## config.mk

```make
export PLATFORM = sky130hd
export DESIGN_NAME = acd_top
export DESIGN_NICKNAME = d
export VERILOG_FILES = /design/src/rtl/acd_pkg.sv /design/src/rtl/acd_top.sv /design/src/rtl/acd_div.sv /design/src/rtl/acd_regs.sv
export VERILOG_INCLUDE_DIRS = /design/src /design/src/rtl
export SDC_FILE = /design/constraint.sdc
export NUM_CORES = 1
export LEC_CHECK = 0
export ABC_AREA = 1
export BUFFER_PORTS_ARGS = -buffer_cell sky130_fd_sc_hd__buf_4
export CAP_MARGIN = 20
export CORE_MARGIN = 4
export CORE_UTILIZATION = 58
export DETAILED_ROUTE_END_ITERATION = 10
export PLACE_DENSITY = 0.79
export SETUP_SLACK_MARGIN = 0.02
export SYNTH_ARGS = -nofsm -noshare
export SYNTH_HDL_FRONTEND = slang
export SYNTH_HIERARCHICAL = 1
export SYNTH_SLANG_ARGS = --single-unit
```

## constraint.sdc

```tcl
create_clock -name mclk -period 3.6 [get_ports mclk]
set_input_delay 0.54 -clock mclk [delete_from_list [all_inputs] [get_ports mclk]]
set_output_delay 0.54 -clock mclk [all_outputs]
set_load 0.03 [all_outputs]
```

## src/rtl/acd_cfg.svh

```systemverilog
// Purpose: Offsets, field positions, reset values and codes for the clock divider block
// Assumes: Byte-wide register port with 8-bit addresses
// Notes:   Definitions only
`ifndef ACD_CFG_SVH
`define ACD_CFG_SVH

`define ACD_OFS_N_PDM        8'h39
`define ACD_OFS_M_ADC        8'h3A
`define ACD_OFS_DAC_MSB      8'h3B
`define ACD_OFS_PBCLK_LOW    8'h3C
`define ACD_OFS_SBCLK_LOW    8'h3D
`define ACD_OFS_EN_NMP       8'h44
`define ACD_OFS_EN_MOD       8'h45

`define ACD_RST_N_PDM        8'h20
`define ACD_RST_M_ADC        8'h04
`define ACD_RST_DAC_MSB      8'h00
`define ACD_RST_PBCLK_LOW    8'h01
`define ACD_RST_SBCLK_LOW    8'h01
`define ACD_RST_EN           8'h00

`define ACD_MASK_N_PDM       8'hFC
`define ACD_MASK_M_ADC       8'hFF
`define ACD_MASK_DAC_MSB     8'h36
`define ACD_MASK_EN_NMP      8'h07
`define ACD_MASK_EN_MOD      8'hFF

`define ACD_N_HI             7
`define ACD_N_LO             5
`define ACD_PDM_HI           4
`define ACD_PDM_LO           2
`define ACD_M_HI             7
`define ACD_M_LO             2
`define ACD_ADC_HI           1
`define ACD_ADC_LO           0
`define ACD_DAC_HI           5
`define ACD_DAC_LO           4
`define ACD_PMSB_BIT         2
`define ACD_SMSB_BIT         1

`define ACD_EN_N_BIT         2
`define ACD_EN_M_BIT         1
`define ACD_EN_PDM_BIT       0
`define ACD_EN_ADC_BIT       6
`define ACD_EN_DAC_BIT       4
`define ACD_EN_PB_BIT        3
`define ACD_EN_SB_BIT        2

`define ACD_N_ZERO_RATIO     10'd8
`define ACD_M_ZERO_RATIO     10'd64
`define ACD_BCLK_ZERO_RATIO  10'd512
`define ACD_PDM_MAX_CODE     3'd4
`define ACD_MOD_MAX_CODE     2'd2

`endif

```

## src/rtl/acd_pkg.sv

```systemverilog
// Purpose: Types for the clock divider block
// Assumes: Ratio fits ten bits
// Notes:   Constants live in acd_cfg.svh
package acd_pkg;
  localparam int ACD_CH = 7;

  typedef logic [9:0] acd_ratio_t;

  typedef struct packed {
    logic       wr_en;
    logic       rd_en;
    logic [7:0] addr;
    logic [7:0] wdata;
  } acd_req_t;

  typedef enum logic [2:0] {
    ACD_CH_N   = 3'h0,
    ACD_CH_M   = 3'h1,
    ACD_CH_PDM = 3'h2,
    ACD_CH_ADC = 3'h3,
    ACD_CH_DAC = 3'h4,
    ACD_CH_PB  = 3'h5,
    ACD_CH_SB  = 3'h6
  } acd_chan_t;
endpackage : acd_pkg

```

## src/rtl/acd_top.sv

```systemverilog
// Purpose: Clock divider configuration registers and divider tree
// Assumes: Register port already decoded from the control interface
// Notes:   Auto detection supplies its own ratios when enabled
`timescale 1ns/1ps
`default_nettype none
`include "acd_cfg.svh"

module acd_top #(
  parameter int RW = 10
) (
  input  wire logic                       mclk,
  input  wire logic                       reset_n,
  input  wire logic                       clk_en,
  input  wire acd_pkg::acd_req_t          req,
  output logic [7:0]                      rdata,
  output logic                            rvalid,
  input  wire logic                       auto_detect_en,
  input  wire logic [acd_pkg::ACD_CH*RW-1:0] auto_ratio,
  output logic [acd_pkg::ACD_CH-1:0]      div_tick,
  output logic [acd_pkg::ACD_CH-1:0]      div_clk,
  output logic [acd_pkg::ACD_CH*RW-1:0]   div_ratio
);
  import acd_pkg::*;

  logic [7:0] n_pdm;
  logic [7:0] m_adc;
  logic [7:0] dac_msb;
  logic [7:0] pb_low;
  logic [7:0] sb_low;
  logic [7:0] en_nmp;
  logic [7:0] en_mod;

  logic [2:0] n_stage_divider;
  logic [2:0] pulse_density_clock_divider;
  logic [5:0] m_stage_divider;
  logic [1:0] adc_modulator_clock_divider;
  logic [1:0] dac_modulator_clock_divider;
  logic [8:0] primary_bitclk_code;
  logic [8:0] secondary_bitclk_code;

  logic [ACD_CH*RW-1:0] cfg_ratio;
  logic [ACD_CH-1:0]    cfg_ok;
  logic [ACD_CH-1:0]    ch_en;

  // ---------------------------------------------
  // Register store
  // ---------------------------------------------
  acd_regs acd_regs_inst (
    .mclk    (mclk),
    .reset_n (reset_n),
    .clk_en  (clk_en),
    .req     (req),
    .rdata   (rdata),
    .rvalid  (rvalid),
    .n_pdm   (n_pdm),
    .m_adc   (m_adc),
    .dac_msb (dac_msb),
    .pb_low  (pb_low),
    .sb_low  (sb_low),
    .en_nmp  (en_nmp),
    .en_mod  (en_mod)
  );

  // ---------------------------------------------
  // Field extraction
  // ---------------------------------------------
  assign n_stage_divider             = n_pdm[`ACD_N_HI:`ACD_N_LO];
  assign pulse_density_clock_divider = n_pdm[`ACD_PDM_HI:`ACD_PDM_LO];
  assign m_stage_divider             = m_adc[`ACD_M_HI:`ACD_M_LO];
  assign adc_modulator_clock_divider = m_adc[`ACD_ADC_HI:`ACD_ADC_LO];
  assign dac_modulator_clock_divider = dac_msb[`ACD_DAC_HI:`ACD_DAC_LO];
  assign primary_bitclk_code   = {dac_msb[`ACD_PMSB_BIT], pb_low};
  assign secondary_bitclk_code = {dac_msb[`ACD_SMSB_BIT], sb_low};

  // ---------------------------------------------
  // Code to ratio mapping
  // ---------------------------------------------
  function automatic logic [RW-1:0] bclk_ratio(input logic [8:0] code);
    bclk_ratio = (code == 9'h000) ? RW'(`ACD_BCLK_ZERO_RATIO) : RW'(code);
  endfunction : bclk_ratio

  always_comb begin
    cfg_ratio = '0;
    cfg_ok    = '1;
    cfg_ratio[ACD_CH_N*RW +: RW] = (n_stage_divider == 3'h0) ?
        RW'(`ACD_N_ZERO_RATIO) : RW'(n_stage_divider);
    cfg_ratio[ACD_CH_M*RW +: RW] = (m_stage_divider == 6'h00) ?
        RW'(`ACD_M_ZERO_RATIO) : RW'(m_stage_divider);
    cfg_ratio[ACD_CH_PDM*RW +: RW] = RW'(1) << pulse_density_clock_divider;
    cfg_ok[ACD_CH_PDM] = (pulse_density_clock_divider <= `ACD_PDM_MAX_CODE);
    cfg_ratio[ACD_CH_ADC*RW +: RW] = RW'(1) << adc_modulator_clock_divider;
    cfg_ok[ACD_CH_ADC] = (adc_modulator_clock_divider <= `ACD_MOD_MAX_CODE);
    cfg_ratio[ACD_CH_DAC*RW +: RW] = RW'(1) << dac_modulator_clock_divider;
    cfg_ok[ACD_CH_DAC] = (dac_modulator_clock_divider <= `ACD_MOD_MAX_CODE);
    cfg_ratio[ACD_CH_PB*RW +: RW] = bclk_ratio(primary_bitclk_code);
    cfg_ratio[ACD_CH_SB*RW +: RW] = bclk_ratio(secondary_bitclk_code);
  end

  // ---------------------------------------------
  // Enables
  // ---------------------------------------------
  assign ch_en[ACD_CH_N]   = en_nmp[`ACD_EN_N_BIT];
  assign ch_en[ACD_CH_M]   = en_nmp[`ACD_EN_M_BIT];
  assign ch_en[ACD_CH_PDM] = en_nmp[`ACD_EN_PDM_BIT];
  assign ch_en[ACD_CH_ADC] = en_mod[`ACD_EN_ADC_BIT];
  assign ch_en[ACD_CH_DAC] = en_mod[`ACD_EN_DAC_BIT];
  assign ch_en[ACD_CH_PB]  = en_mod[`ACD_EN_PB_BIT];
  assign ch_en[ACD_CH_SB]  = en_mod[`ACD_EN_SB_BIT];

  // ---------------------------------------------
  // Divider channels
  // ---------------------------------------------
  genvar g;
  generate
    for (g = 0; g < ACD_CH; g++) begin : g_ch
      logic [RW-1:0] sel;
      logic          ok;
      logic [RW-1:0] ar;
      logic [RW-1:0] ratio_q;
      assign ar  = auto_ratio[g*RW +: RW];
      assign sel = auto_detect_en ? ((ar == '0) ? RW'(1) : ar)
                                  : cfg_ratio[g*RW +: RW];
      assign ok  = auto_detect_en | cfg_ok[g];

      always_ff @(posedge mclk or negedge reset_n) begin
        if (!reset_n) begin
          ratio_q <= RW'(1);
        end else if (clk_en) begin
          ratio_q <= sel;
        end
      end

      assign div_ratio[g*RW +: RW] = ratio_q;

      acd_div #(.W(RW)) acd_div_inst (
        .mclk    (mclk),
        .reset_n (reset_n),
        .clk_en  (clk_en),
        .run     (ch_en[g] & ok),
        .ratio   (ratio_q),
        .tick    (div_tick[g]),
        .clk_out (div_clk[g])
      );
    end
  endgenerate
endmodule : acd_top
`default_nettype wire

```

## src/rtl/acd_div.sv

```systemverilog
// Purpose: One integer clock divider emitting a one-cycle tick per period
// Assumes: Ratio of at least one
// Notes:   Restarts from zero when disabled
`timescale 1ns/1ps
`default_nettype none
module acd_div #(
  parameter int W = 10
) (
  input  wire logic         mclk,
  input  wire logic         reset_n,
  input  wire logic         clk_en,
  input  wire logic         run,
  input  wire logic [W-1:0] ratio,
  output logic              tick,
  output logic              clk_out
);
  logic [W-1:0] cnt_q;
  logic         last;

  assign last = (cnt_q >= ratio - W'(1));
  assign tick = run & last;

  // ---------------------------------------------
  // Counter
  // ---------------------------------------------
  always_ff @(posedge mclk or negedge reset_n) begin
    if (!reset_n) begin
      cnt_q <= '0;
    end else if (clk_en) begin
      if (!run || last) begin
        cnt_q <= '0;
      end else begin
        cnt_q <= cnt_q + W'(1);
      end
    end
  end

  // ---------------------------------------------
  // Output clock, high for first half
  // ---------------------------------------------
  always_ff @(posedge mclk or negedge reset_n) begin
    if (!reset_n) begin
      clk_out <= 1'b0;
    end else if (clk_en) begin
      if (!run) begin
        clk_out <= 1'b0;
      end else if (ratio == W'(1)) begin
        clk_out <= ~clk_out;
      end else begin
        clk_out <= (last || (cnt_q + W'(1) < (ratio >> 1)));
      end
    end
  end
endmodule : acd_div
`default_nettype wire

```

## src/rtl/acd_regs.sv

```systemverilog
// Purpose: Register store of the clock divider block
// Assumes: One access per cycle
// Notes:   Reserved bits are held at zero and read as zero, except that all eight bits at 8'h45 are stored
`timescale 1ns/1ps
`default_nettype none
module acd_regs (
  input  wire logic              mclk,
  input  wire logic              reset_n,
  input  wire logic              clk_en,
  input  wire acd_pkg::acd_req_t req,
  output logic [7:0]             rdata,
  output logic                   rvalid,
  output logic [7:0]             n_pdm,
  output logic [7:0]             m_adc,
  output logic [7:0]             dac_msb,
  output logic [7:0]             pb_low,
  output logic [7:0]             sb_low,
  output logic [7:0]             en_nmp,
  output logic [7:0]             en_mod
);
  import acd_pkg::*;
  `include "acd_cfg.svh"

  logic [7:0] rd_d;
  logic       hit;

  // ---------------------------------------------
  // Writes, reserved bits masked to zero except at 8'h45 (mask 8'hFF)
  // ---------------------------------------------
  always_ff @(posedge mclk or negedge reset_n) begin
    if (!reset_n) begin
      n_pdm   <= `ACD_RST_N_PDM;
      m_adc   <= `ACD_RST_M_ADC;
      dac_msb <= `ACD_RST_DAC_MSB;
      pb_low  <= `ACD_RST_PBCLK_LOW;
      sb_low  <= `ACD_RST_SBCLK_LOW;
      en_nmp  <= `ACD_RST_EN;
      en_mod  <= `ACD_RST_EN;
    end else if (clk_en && req.wr_en) begin
      case (req.addr)
        `ACD_OFS_N_PDM:     n_pdm   <= req.wdata & `ACD_MASK_N_PDM;
        `ACD_OFS_M_ADC:     m_adc   <= req.wdata & `ACD_MASK_M_ADC;
        `ACD_OFS_DAC_MSB:   dac_msb <= req.wdata & `ACD_MASK_DAC_MSB;
        `ACD_OFS_PBCLK_LOW: pb_low  <= req.wdata;
        `ACD_OFS_SBCLK_LOW: sb_low  <= req.wdata;
        `ACD_OFS_EN_NMP:    en_nmp  <= req.wdata & `ACD_MASK_EN_NMP;
        `ACD_OFS_EN_MOD:    en_mod  <= req.wdata & `ACD_MASK_EN_MOD;
        default:            ;
      endcase
    end
  end

  // ---------------------------------------------
  // Read mux
  // ---------------------------------------------
  always_comb begin
    rd_d = 8'h00;
    hit  = 1'b1;
    case (req.addr)
      `ACD_OFS_N_PDM:     rd_d = n_pdm;
      `ACD_OFS_M_ADC:     rd_d = m_adc;
      `ACD_OFS_DAC_MSB:   rd_d = dac_msb;
      `ACD_OFS_PBCLK_LOW: rd_d = pb_low;
      `ACD_OFS_SBCLK_LOW: rd_d = sb_low;
      `ACD_OFS_EN_NMP:    rd_d = en_nmp;
      `ACD_OFS_EN_MOD:    rd_d = en_mod;
      default:            hit  = 1'b0;
    endcase
  end

  always_ff @(posedge mclk or negedge reset_n) begin
    if (!reset_n) begin
      rdata  <= 8'h00;
      rvalid <= 1'b0;
    end else if (clk_en) begin
      rvalid <= req.rd_en;
      if (req.rd_en) begin
        rdata <= hit ? rd_d : 8'h00;
      end
    end
  end
endmodule : acd_regs
`default_nettype wire

```

; ---- Word-level counts from Yosys, hierarchy flattened
; Index checks and enable logic that the tools add are counted.
[word_totals]
regBits = 201
wordCells = 182
output_inout_bits = 93
[classes]
bitwise = 20
n_reduce_logical = 42
order_cmp = 17
n_shift = 3
n_eq_ne = 14
mux = 42
n_addsub = 14
[ops]
columns = cell, n
row1 = $mux 10, 23
row2 = $add 10x1->10 const B, 7
row3 = $eq 10x1->1 const B, 7
row4 = $ge 10x10->1, 7
row5 = $logic_not 10->1, 7
row6 = $lt 10x9->1, 7
row7 = $sub 10x1->10 const B, 7
row8 = $pmux 8 s7, 1
row9 = $eq 8x6->1 const B, 5
row10 = $shl 1x2->10 const A, 2
row11 = $logic_not 9->1, 2
row12 = $eq 8x7->1 const B, 2
row13 = $reduce_and 2->1, 8
row14 = $mux 1, 15
row15 = $logic_or 1x1->1, 14
row16 = $and 1x1->1, 10
row17 = $shl 1x3->10 const A, 1
row18 = $mux 8, 1
row19 = $logic_not 1->1, 7
row20 = $mux 7, 1
row21 = $not 1->1, 7
row22 = $reduce_or 7->1, 1
row23 = $logic_not 6->1, 1
row24 = $le 2x2->1 const B, 2
row25 = other kinds (5), 7

; ---- Depth between registers and ports, before layout
; Gate-level depths: netlist (run 1).
[depth]
ltp_word = 6
ltp_mapped = 19
ltp_nobuf = 19

; ---- Hierarchy
; Netlist (run 1), hierarchy kept.
[modules_own_cells]
columns = module, cells_per_inst, area_per_inst_um2, seq_area_each_um2, n_inst
row1 = acd_div (g_ch[2].acd_div_inst ...), 189, 1301.2, 275.3, 4
row2 = acd_div (g_ch[0].acd_div_inst ...), 182, 1281.2, 275.3, 3
row3 = acd_top, 403, 3360.7, 1760.4, 1
row4 = acd_regs, 363, 2786.4, 1356.3, 1

; ---- Worst setup path after synthesis (run 1)
; Ideal clock, no wire load.
[synth_timing]
path_kind = register to output
startpoint = register g_ch[3].ratio_q[2]
endpoint = output div_tick[3] (netlist name)
slack_ns = 0.624
stages_incl_launch_ff = 14
path_buffers = 0
t_arrival_ns = 2.436
path_cell_list = dfrtp_1 -> nor2_2 -> nand2_1 -> nor2_2 -> nand2_2 -> nor3_4 -> nand3_2 -> xor2_1 -> inv_1 -> ha_1 -> nand2_1 -> nor4_2 -> o21ai_0 -> inv_1
[synth_via]
elab_chain_len = 3
[synth_lines]
columns = element, line_no
row1 = from (decl), acd_top.sv:119  ; logic [RW-1:0] ratio_q;
row2 = from (signal assigned), acd_top.sv:129  ; ratio_q <= sel;
row3 = $sub 10x1->10, acd_div.sv:20  ; assign last = (cnt_q >= ratio - W'(1));
row4 = $ge 10x10->1, acd_div.sv:20
row5 = $and 1x1->1, acd_div.sv:21  ; assign tick = run & last;
row6 = to (decl), acd_top.sv:19  ; output logic [acd_pkg::ACD_CH-1:0] div_tick,
; No other way between the ends.

; ---- Final worst setup path (run 1)
[layout_timing]
startpoint = register g_ch[4].ratio_q[2]
endpoint = output div_tick[4] (netlist name)
[layout_via]
elab_chain_len = 3
[layout_lines]
columns = element, line_no
row1 = from (decl), acd_top.sv:119
row2 = from (signal assigned), acd_top.sv:129
row3 = $sub 10x1->10, acd_div.sv:20
row4 = $ge 10x10->1, acd_div.sv:20
row5 = $and 1x1->1, acd_div.sv:21
; No other way between the ends.

==> key figures, run 1 <==
Worst setup path
  • Critical path endpoint category: primary output
  • CP cell instances: nor2_4 > nand2_2 > nor2_4 > nand2_2 > nor3_4 > nand3_2 > xor2_1 > inv_1 > ha_4 > nand2_4 > nor4_4 > o21ai_2 > inv_1 > buf_6
  • WS Path Type: register to primary output
  • Crit path largest cell delay: approximately 0.44 ns
  • WP data required: about 3.1 ns
  • Arr. time, crit path: approximately 2.9 ns
  • Kind of launch point of the worst setup path: register
  • Flop2flop setup slack: 0.74 ns
  • CP max-delay cell: dfrtp_2
  • CP max FO: 4

Route
  • Average vias per placed instance: ~5.5
  • Post-route ant nets: 0
  • DRT iter0 DRCs: around 1,300
  • DR vias: roughly 14,000
  • Wire length per cell: roughly 16 um
  • Drt first pass iters: 5
  • DR DRC count: 0
  • DRT Wirelength: 42,400 um

Power
  • Total chip power: just under 8 mW
  • Switching part of the total: 0.367
  • Switching power: between 2 and 3 mW
  • Leakage power: ~9.8 nW
  • P_int: 5.04 mW
  • Max rail drop VDD: around 0.39 mV
  • Register share of total power: 0.355
  • Clock power frac: 0.325
  • Combinational power share: 0.320
  • Power Density: 440 nW/um2

Timing
  • Setup TNS: 0 ns
  • Worst-margin pin slew: approximately 0.81 ns
  • Slew margin rel.: 0.459
  • Peak Freq: 289 MHz
  • Final setup fails: 0
  • Final Hold Fails: 0
  • Final worst path period share: 0.962
  • Pins Over Slew Limit: 0
  • Minimum clock period: approximately 3.5 ns
  • Setup Skew: between 0.01 and 0.015 ns
  • RSZ-0062 raised after global routing: yes
  • Final setup margin: 0.137 ns

CTS
  • Clock-pin slew on the worst setup and hold paths: approximately 0.06 ns
  • Root buffer cell: clkbuf_16
  • Longest Clk Path Bufs: 3
  • H-tree levels: 1
  • CTS tree: yes
  • Clock sinks: around 200
  • CTS Buf Count: 24
  • Worst-Skew Late Latency: around 0.52 ns

Layout
  • Area Overhead vs Synth: 19.8%
  • Layout net count: roughly 2,500
  • Fraction of layout cells with a size suffix above 1: 0.185
  • Most common cell after layout, fill and taps aside: nand2_1
  • Post-route cell area: roughly 18,000 um2
  • Area of the multi-input gates: about 9000 um2
  • Ant diodes: 0
  • Sequential cell area: ~5000 um2
  • Final Util: 0.713
  • Commonest non-fill, non-tap cells in the layout: nand2_1, inv_1, buf_4
  • Filler Cell Count: 2,098

Place
  • Area after DPL: about 17,000 um2
  • Final Wtd Congestion: between 0.9 and 1
  • Post-DP HPWL: approximately 32,000 um
  • Pre-CTS setup slack: 0.487 ns
  • Number of port buffers: around 180

Global routing
  • Gr usage total: 0.289
  • Initial antenna violation count: 0
  • Pin count of the biggest net entering global routing: 95
  • First-pass GRT wire length: 69,100 um
  • Number of global-route vias before repair: between 10,000 and 15,000
  • Remaining global-route overflow: 0

Floorplan
  • Die area: ~29,000 um2
  • Die extent in y: around 170 um
  • I/O pin total: 185
  • Core Rows: 58
  • Die width: 169 um
  • Initial core utilization: 0.595
  • Core Area: ~25,000 um2

Status
  • Status: finished, final reports clean

Yosys
  • Post-Syn Instances: 2,056
  • Mean Syn Cell Area: ~7.3 um2
  • Syn Nets: around 2,300
  • Ys Warns: 6
  • Cell Area, Synth: about 15,000 um2

Run
  • Maxcap violations: 0

Worst hold path
  • Worst Hold Class: input pin to asynchronous set/reset pin
## metal layers
metal / share of wire / global-route usage
met5: 0 / 0
met4: 0.023 / 0.0802
met3: 0.068 / 0.0436
met2: 0.47 / 0.480
met1: 0.44 / 0.398
## metrics by stage
stage / hold slack [ns] / instances
3_5_place_dp: 0.468 / 2544
5_1_grt: 0.136 / 2615
2_1_floorplan: 0.244 / 2056
6_report: 0.0572 / 2615
4_1_cts: 0.132 / 2588
3_3_place_gp: 0.476 / 2544
## cell type report
| type | count | area share |
|---|---|---|
| Multi-Input combinational cell | 1514 | 0.494 |
| Inverter | 306 | 0.0636 |
| Timing Repair Buffer | 220 | 0.0932 |
| Tap cell | 330 | 0.0228 |
| Clock buffer | 31 | 0.0386 |
| Clock inverter | 13 | 0.00829 |
| Sequential cell | 201 | 0.279 |
## final timing paths
check / start / endpoint / cells past startpoint
min in group mclk: auto_ratio[17] / g_ch[1].ratio_q[7]$_DFFE_PN0P_ / 3
min: reset_n / g_ch[4].acd_div_inst/cnt_q[8]$_DFFE_PN0P_ / 1
min reg2reg: acd_regs_inst/rdata[5]$_DFFE_PN0P_ / acd_regs_inst/rdata[5]$_DFFE_PN0P_ / 2
max: g_ch[4].ratio_q[2]$_DFFE_PN0P_ / div_tick[4] / 14
max in group asynchronous: reset_n / g_ch[5].ratio_q[0]$_DFFE_PN1P_ / 2
max reg2reg: g_ch[0].ratio_q[1]$_DFFE_PN0P_ / g_ch[0].acd_div_inst/cnt_q[8]$_DFFE_PN0P_ / 17
## power by group through the flow
stage,Sequential [mW],Combinational [mW],Clock (mW)
2_1_floorplan,2.91,1.49,0
6_report,2.82,2.55,2.58
3_3_place_gp,2.84,2.29,0
5_1_grt,2.86,2.88,2.73
4_1_cts,2.82,2.37,2.62
3_5_place_dp,2.85,2.35,0
## flip-flops by register name, indices dropped and copies added, names as in the netlist
signal	count
acd_regs_inst/m_adc	8
acd_regs_inst/rdata	8
acd_regs_inst/n_pdm	6
acd_regs_inst/dac_msb	4
acd_regs_inst/pb_low	8
g_ch.ratio_q	70
acd_regs_inst/en_mod	8
g_ch.acd_div_inst/cnt_q	70
acd_regs_inst/sb_low	8
g_ch.acd_div_inst/clk_out	7
acd_regs_inst/en_nmp	3
acd_regs_inst/rvalid	1
## critical path: cells and delay by family (launching register included)
family / cells / cell delay [ns]
DFF: 1 / 0.44
AOI/OAI and AO/OA: 1 / 0.09
xor gates and xnor gates: 1 / 0.16
and+or+nand+nor: 8 / 1.14
buffers and inverters: 3 / 0.28
adders and majority gates: 1 / 0.29
## repair_timing
action / in CTS / in global routing
pin swaps: 0 / 42
resized for setup: 5 / 60
endpoints found under the setup margin: 2 / 7
hold buffers: 0 / 0
buffers inserted: 0 / 27
No activity file was read; power rests on OpenSTA's default activity.
==> run 2: changes to the inputs <==
--- a/config.mk
+++ b/config.mk
@@ -11,9 +11,11 @@
 export CAP_MARGIN = 20
 export CORE_MARGIN = 4
 export CORE_UTILIZATION = 58
+export CTS_BUF_LIST = sky130_fd_sc_hd__clkbuf_16
 export DETAILED_ROUTE_END_ITERATION = 10
 export PLACE_DENSITY = 0.79
 export SETUP_SLACK_MARGIN = 0.02
+export SLEW_MARGIN = 10
 export SYNTH_ARGS = -nofsm -noshare
 export SYNTH_HDL_FRONTEND = slang
 export SYNTH_HIERARCHICAL = 1
==> run 2 against run 1 <==
Non-clock buffer count unchanged; count of clock-buffer cells in the layout down 6; power down 1.5%; combinational power about the same; clock power down 4%; first-iteration DRC count up 3.2%.
==> key figures, run 2 (synthesis gave the netlist of run 1 again) <==
Worst setup path
  • WS Path Type: register to primary output (unchanged)
  • CP cell instances: nor2_4 > nand2_2 > nor2_4 > nand2_2 > nor3_4 > nand3_2 > xor2_1 > inv_1 > ha_4 > nand2_4 > nor4_4 > o21ai_2 > inv_1 > buf_6 (unchanged)
  • CP max-delay cell: dfrtp_2 (unchanged)
  • CP max FO: 4 (unchanged)
  • Crit path largest cell delay: 0.44 ns (about the same)
  • Reg2reg path depth: 17 (unchanged)
  • Arr. time, crit path: 2.92 ns (about the same)
  • Critical path endpoint category: primary output (unchanged)
  • WP data required: 3.06 ns (about the same)
  • Kind of launch point of the worst setup path: register (unchanged)

Layout
  • Ant diodes: 0 (unchanged)
  • Filler Cell Count: 2,108 (was 2,098)
  • Area Overhead vs Synth: 19.5% (was 19.8%)
  • Layout net count: 2,506 (unchanged)
  • Commonest non-fill, non-tap cells in the layout: nand2_1, inv_1, buf_4 (unchanged)
  • Fraction of layout cells with a size suffix above 1: 0.183 (was 0.185)
  • Sequential cell area: 5050 um2 (unchanged)
  • Most common cell after layout, fill and taps aside: nand2_1 (unchanged)
  • Top flop regs: g_ch.acd_div_inst/cnt_q (70), g_ch.ratio_q (70) (unchanged)
  • Area of the multi-input gates: 8950 um2 (unchanged)

Power
  • P_int: 4.93 mW (was 5.04 mW)
  • Leakage power: 9.75 nW (was 9.77 nW)
  • Clock power frac: 0.315 (was 0.325)
  • Switching part of the total: 0.371 (was 0.367)
  • Switching power: 2.91 mW (was 2.92 mW)
  • Combinational power share: 0.325 (was 0.320)
  • Register share of total power: 0.360 (was 0.355)
  • Power Density: 434 nW/um2 (was 440 nW/um2)
  • Max rail drop VDD: 0.384 mV (was 0.385 mV)

Route
  • Average vias per placed instance: 5.53 (was 5.52)
  • Drt first pass iters: 5 (unchanged)
  • Routed metal-1 wire length: 18,600 um (was 18,700 um)
  • DRT Wirelength: 42,400 um (about the same)
  • DR top layer: met4 (unchanged)
  • Met3 WL: 2950 um (was 2880 um)
  • DRT iter0 DRCs: 1,322 (was 1,281)
  • Post-route ant nets: 0 (unchanged)
  • DR vias: 14,469 (was 14,445)
  • DR DRC count: 0 (unchanged)
  • Met2 WL post-DR: 19,800 um (about the same)
  • Wire length per cell: 16.2 um (about the same)

Timing
  • Pins Over Slew Limit: 0 (unchanged)
  • Final Hold Fails: 0 (unchanged)
  • Minimum clock period: 3.46 ns (about the same)
  • Final worst path period share: 0.960 (was 0.962)
  • Worst-margin pin slew: 0.798 ns (was 0.811 ns)
  • Setup TNS: 0 ns (unchanged)
  • Final setup fails: 0 (unchanged)
  • Peak Freq: 289 MHz (about the same)
  • RSZ-0062 raised after global routing: yes (unchanged)
  • Setup Skew: 0.0172 ns (was 0.0146 ns)
  • Final setup margin: 0.143 ns (was 0.137 ns)
  • Slew margin rel.: 0.468 (was 0.459)

CTS
  • Clock-pin slew on the worst setup and hold paths: 0.06 ns (about the same)
  • Worst-Skew Late Latency: 0.52 ns (about the same)
  • Longest Clk Path Bufs: 3 (unchanged)
  • CTS tree: yes (unchanged)
  • CTS Hold Buffers Added: 0 (unchanged)
  • Root buffer cell: clkbuf_16 (unchanged)
  • CTS Buf Count: 24 (unchanged)
  • Clock sinks: 201 (unchanged)
  • H-tree levels: 1 (unchanged)

Floorplan
  • Core Area: 25,400 um2 (unchanged)
  • Die area: 28,700 um2 (unchanged)
  • Die extent in y: 169 um (unchanged)
  • I/O pin total: 185 (unchanged)
  • Initial core utilization: 0.595 (unchanged)
  • Die width: 169 um (unchanged)
  • Core Rows: 58 (unchanged)

Status
  • Status: finished, final reports clean (unchanged)

Place
  • Final Wtd Congestion: 0.948 (unchanged)
  • Number of port buffers: 184 (unchanged)
  • Post-DP HPWL: 31,900 um (unchanged)
  • Pre-CTS setup slack: 0.487 ns (unchanged)

Global routing
  • Initial antenna violation count: 0 (unchanged)
  • Remaining global-route overflow: 0 (unchanged)
  • Number of global-route vias before repair: 14,159 (was 14,173)
  • First-pass GRT wire length: 69,100 um (about the same)
  • Gr usage total: 0.289 (about the same)
  • Pin count of the biggest net entering global routing: 95 (unchanged)

Worst hold path
  • Worst Hold Class: input pin to asynchronous set/reset pin (unchanged)

Run
  • Maxcap violations: 0 (unchanged)
[run 2: metal layers]
layer / vias to the layer above / track usage
li1: 7061 / -
met1: 6839 / 0.398
met2: 488 / 0.479
met3: 81 / 0.0436
met4: 0 / 0.0802
met5: - / 0
[run 2: path summary, 6_finish.rpt]
kind                                                    startpoint                                         to  slack (ns)
worst max-delay path                g_ch[4].ratio_q[2]$_DFFE_PN0P_                                div_tick[4]        0.14
worst max register to register      g_ch[0].ratio_q[1]$_DFFE_PN0P_  g_ch[0].acd_div_inst/cnt_q[0]$_DFFE_PN0P_        0.74
min in group mclk                                   auto_ratio[17]             g_ch[1].ratio_q[7]$_DFFE_PN0P_        0.24
max in group asynchronous                                  reset_n             g_ch[5].ratio_q[0]$_DFFE_PN1P_        2.64
worst min register to register  acd_regs_inst/rdata[1]$_DFFE_PN0P_         acd_regs_inst/rdata[1]$_DFFE_PN0P_        0.49
worst min-delay path                                       reset_n  g_ch[4].acd_div_inst/cnt_q[8]$_DFFE_PN0P_        0.06
[run 2: power groups by stage]
| stage | combinational [mW] | sequential (mW) | clock (mW) |
|---|---|---|---|
| after floorplan | 1.49 | 2.91 | 0 |
| after global placement | 2.29 | 2.84 | 0 |
| after detailed placement | 2.35 | 2.85 | 0 |
| after CTS | 2.37 | 2.82 | 2.51 |
| after global routing | 2.88 | 2.86 | 2.61 |
| final | 2.55 | 2.82 | 2.47 |
[run 2: metrics by stage]
stage	instances	area [um2]	hold slack [ns]	power, mW	util
final	2615	18100	0.0607	7.84	0.711
after detailed placement	2544	16800	0.468	5.20	0.661
after CTS	2588	17600	0.132	7.70	0.693
after global routing	2615	18100	0.136	8.36	0.711
after floorplan	2056	15100	0.244	4.40	-
after global placement	2544	16800	0.476	5.13	0.661
[run 2: what timing repair did]
item                                    in CTS  in global routing
endpoints found under the setup margin       2                  7
endpoints found under the hold margin        0                  0
pin swaps                                    0                 42
buffers inserted                             0                 27
gates cloned                                 0                  0
resized for setup                            5                 60
[run 2: area by class of cell]
cell class / instances / area share
clock buffers: 25 / 0.0347
flip-flops and latches: 201 / 0.280
inverters: 306 / 0.0638
well taps: 330 / 0.0229
multi-input cells: 1514 / 0.496
clock inverters: 19 / 0.00956
repair buffers: 220 / 0.0934
[run 2: critical path: cells and delay by family (launching register included)]
kind	cells	cell delay, ns
and+or+nand+nor	8	1.14
DFF	1	0.44
adders and majority gates	1	0.29
buffers and inverters	3	0.28
xor gates and xnor gates	1	0.16
AOI/OAI and AO/OA	1	0.09
==> run 3: changes to the inputs <==
--- a/config.mk
+++ b/config.mk
@@ -18,5 +18,4 @@
 export SLEW_MARGIN = 10
 export SYNTH_ARGS = -nofsm -noshare
 export SYNTH_HDL_FRONTEND = slang
-export SYNTH_HIERARCHICAL = 1
 export SYNTH_SLANG_ARGS = --single-unit
==> run 3 against run 2 <==
Synthesized cell count shrank 5.7%; clock power is essentially flat; register-to-register slack lost 0.17 ns; die area shrank 3.8%.
==> key figures, run 3 <==
Yosys
  • Xor and xnor area share after synthesis: 0.0531
  • Synth Area in Compound Gates: 0.125
  • Mux contribution to synthesized area: 0.00483
  • Post-Syn Instances: 1,939 (was 2,056)
  • Post-synth top cells: nand2_1, inv_1, dfrtp_1
  • Number of synthesized register bits: between 200 and 250
  • Number of distinct library cells after synthesis: 45
  • Combinational family with the most area after synthesis: simple AND/OR/NAND/NOR gates
  • Async set or reset register ratio after synthesis: 1.00
  • Post-synthesis sequential area ratio: 0.348
  • Synth Area in Adders: 0.127
  • Mean Syn Cell Area: 7.49 um2 (was 7.35 um2)
  • Synth top area share: 0.328
  • Ys Warns: 0 (was 6)
  • Cell Area, Synth: 14,500 um2 (was 15,100 um2)
  • Cell accounting for the most synthesized area: dfrtp_1
  • Syn Nets: 2,178 (was 2,295)
  • Synth top area cells: dfrtp_1, ha_1, nand2_1
  • Simple-Gate Fraction of Synth Area: 0.245
  • Top_reg_cell synth: dfrtp_1
  • EDFF count, synth: 0
  • Top-count cell post-synth: nand2_1

Layout
  • Most common cell after layout, fill and taps aside: nand2_1 (unchanged)
  • Fin cells: 2,482 (was 2,615)
  • Ant diodes: 0 (unchanged)
  • Layout net count: 2,379 (was 2,506)
  • Commonest non-fill, non-tap cells in the layout: nand2_1, inv_1, buf_4 (unchanged)
  • Top flop regs: g_ch.acd_div_inst.cnt_q (70), g_ch.ratio_q (70) (was g_ch.acd_div_inst/cnt_q (70), g_ch.ratio_q (70))
  • Filler Cell Count: 1,959 (was 2,108)
  • Area Overhead vs Synth: 20.5% (was 19.5%)
  • Fraction of layout cells with a size suffix above 1: 0.190 (was 0.183)
  • Sequential cell area: 5050 um2 (unchanged)
  • Area of the multi-input gates: 8380 um2 (was 8950 um2)

CTS
  • CTS Hold Buffers Added: 0 (unchanged)
  • Worst-Skew Late Latency: 0.54 ns (was 0.52 ns)
  • Longest Clk Path Bufs: 3 (unchanged)
  • Clock sinks: 201 (unchanged)
  • CTS Buf Count: 24 (unchanged)
  • Root buffer cell: clkbuf_16 (unchanged)
  • H-tree levels: 1 (unchanged)
  • CTS tree: yes (unchanged)
  • Clock-pin slew on the worst setup and hold paths: 0.06 ns (about the same)

Floorplan
  • Initial core utilization: 0.593 (was 0.595)
  • Die width: 166 um (was 169 um)
  • Die area: 27,600 um2 (was 28,700 um2)
  • Core Area: 24,500 um2 (was 25,400 um2)
  • I/O pin total: 185 (unchanged)
  • Die extent in y: 166 um (was 169 um)
  • Core Rows: 57 (was 58)

Route
  • Drt first pass iters: 6 (was 5)
  • Post-route ant nets: 0 (unchanged)
  • DRT iter0 DRCs: 1,303 (was 1,322)
  • Average vias per placed instance: 5.66 (was 5.53)
  • DR DRC count: 0 (unchanged)
  • Wire length per cell: 17.3 um (was 16.2 um)
  • DRT Wirelength: 43,000 um (was 42,400 um)
  • DR vias: 14,044 (was 14,469)

Worst hold path
  • Worst Hold Class: input pin to asynchronous set/reset pin (unchanged)

Place
  • Post-DP HPWL: 31,700 um (was 31,900 um)
  • Placed Instances: 2,411 (was 2,544)
  • Number of port buffers: 184 (unchanged)
  • Final Wtd Congestion: 0.946 (was 0.948)

Timing
  • Final worst path period share: 1.00 (was 0.960)
  • Peak Freq: 278 MHz (was 289 MHz)
  • Setup TNS: 0 ns (unchanged)
  • Final setup fails: 0 (unchanged)
  • Pins Over Slew Limit: 0 (unchanged)
  • Minimum clock period: 3.60 ns (was 3.46 ns)
  • Setup Skew: 0.0185 ns (was 0.0172 ns)
  • RSZ-0062 raised after global routing: yes (unchanged)
  • Slew margin rel.: 0.459 (was 0.468)
  • Worst-margin pin slew: 0.811 ns (was 0.798 ns)
  • Final Hold Fails: 0 (unchanged)

Global routing
  • Gr usage total: 0.298 (was 0.289)
  • Number of global-route vias before repair: 13,759 (was 14,159)
  • First-pass GRT wire length: 69,300 um (was 69,100 um)
  • Pin count of the biggest net entering global routing: 97 (was 95)
  • Remaining global-route overflow: 0 (unchanged)
  • Initial antenna violation count: 0 (unchanged)

Worst setup path
  • WS Path Type: register to primary output (unchanged)
  • CP max FO: 4 (unchanged)
  • WP data required: 3.06 ns (about the same)
  • Arr. time, crit path: 3.06 ns (was 2.92 ns)
  • Critical path endpoint category: primary output (unchanged)
  • Kind of launch point of the worst setup path: register (unchanged)

Status
  • Status: finished, final reports clean (unchanged)

Power
  • Leakage power: 9.19 nW (was 9.75 nW)
  • Power Density: 359 nW/um2 (was 434 nW/um2)
  • Max rail drop VDD: 0.367 mV (was 0.384 mV)

Run
  • Maxcap violations: 0 (unchanged)
run 3: what timing repair did:
action,CTS,global route
resized for setup,10,91
setup endpoints to repair,4,7
hold endpoints to repair,0,0
buffers inserted,2,25
pin swaps,3,43
run 3: report_power, final:
group          total (mW)  internal [mW]  switching [mW]
Clock                2.46           1.43            1.03
Combinational        1.35          0.489           0.858
Sequential           2.48           2.36           0.119
Total                6.28           4.28            2.00
run 3: per-layer routing:
layer / up-vias / global-route usage / part of all wire
li1: 6712 / - / -
met1: 6640 / 0.400 / 0.41
met2: 589 / 0.506 / 0.48
met3: 103 / 0.0471 / 0.077
met4: 0 / 0.0807 / 0.029
met5: - / 0 / 0
run 3: stage by stage:
| step | util | worst slack [ns] | total power, mW | hold WS [ns] | instance area, um2 |
|---|---|---|---|---|---|
| after detailed placement | 0.660 | 0.474 | 3.72 | 0.467 | 16200 |
| final | 0.715 | 0.00103 | 6.28 | 0.116 | 17500 |
| after global placement | 0.660 | 0.531 | 3.69 | 0.458 | 16200 |
| after floorplan | - | 0.526 | 3.24 | 0.244 | 14500 |
| after CTS | 0.695 | 0.0310 | 6.19 | 0.115 | 17000 |
| after global routing | 0.715 | -0.155 | 6.57 | 0.162 | 17500 |
run 3: cell type report:
cell class                      count  share of cell area
Clock inverter                     20              0.0105
Multi-Input combinational cell   1389               0.479
Clock buffer                       24              0.0343
Sequential cell                   201               0.289
Inverter                          298              0.0643
Timing Repair Buffer              226              0.0997
Tap cell                          324              0.0232
run 3: logic make-up (layout without fill, tap and decap cells):
family                   after synthesis  after routing
buffers and inverters                349            568
XOR/XNOR                              88             88
AND/OR/NAND/NOR                      831            831
AO/OA/AOI/OAI                        316            316
multiplexers                           7              7
adder cells (fa/ha/maj)              147            147
flip-flops                           201            201
run 3: critical path, cell delays in order, from the launching register on:
cell and delay [ns]:
dfrtp_2 0.44, nor2_4 0.13, nand4_1 0.17, nor3_2 0.26, nand3_1 0.11, xor2_1 0.16
ha_1 0.34, nand2_2 0.10, nor4_1 0.32, nor2_2 0.07, or2_4 0.26, inv_2 0.06
buf_6 0.12
run 3: final timing paths:
| check | from | to | slack, ns | cells past startpoint |
|---|---|---|---|---|
| worst max-delay path | g_ch[3].ratio_q[2]$_DFFE_PN0P_ | div_tick[3] | 0.001 | 12 |
| min in group mclk | auto_ratio[28] | g_ch[2].ratio_q[8]$_DFFE_PN0P_ | 0.22 | 3 |
| worst min-delay path | reset_n | g_ch[5].ratio_q[8]$_DFFE_PN0P_ | 0.12 | 1 |
| max in group asynchronous | reset_n | g_ch[0].ratio_q[2]$_DFFE_PN0P_ | 2.66 | 2 |
| worst min register to register | acd_regs_inst.m_adc[2]$_DFFE_PN1P_ | acd_regs_inst.m_adc[2]$_DFFE_PN1P_ | 0.48 | 2 |
| worst max register to register | g_ch[1].ratio_q[2]$_DFFE_PN0P_ | g_ch[1].acd_div_inst.cnt_q[0]$_DFFE_PN0P_ | 0.57 | 16 |
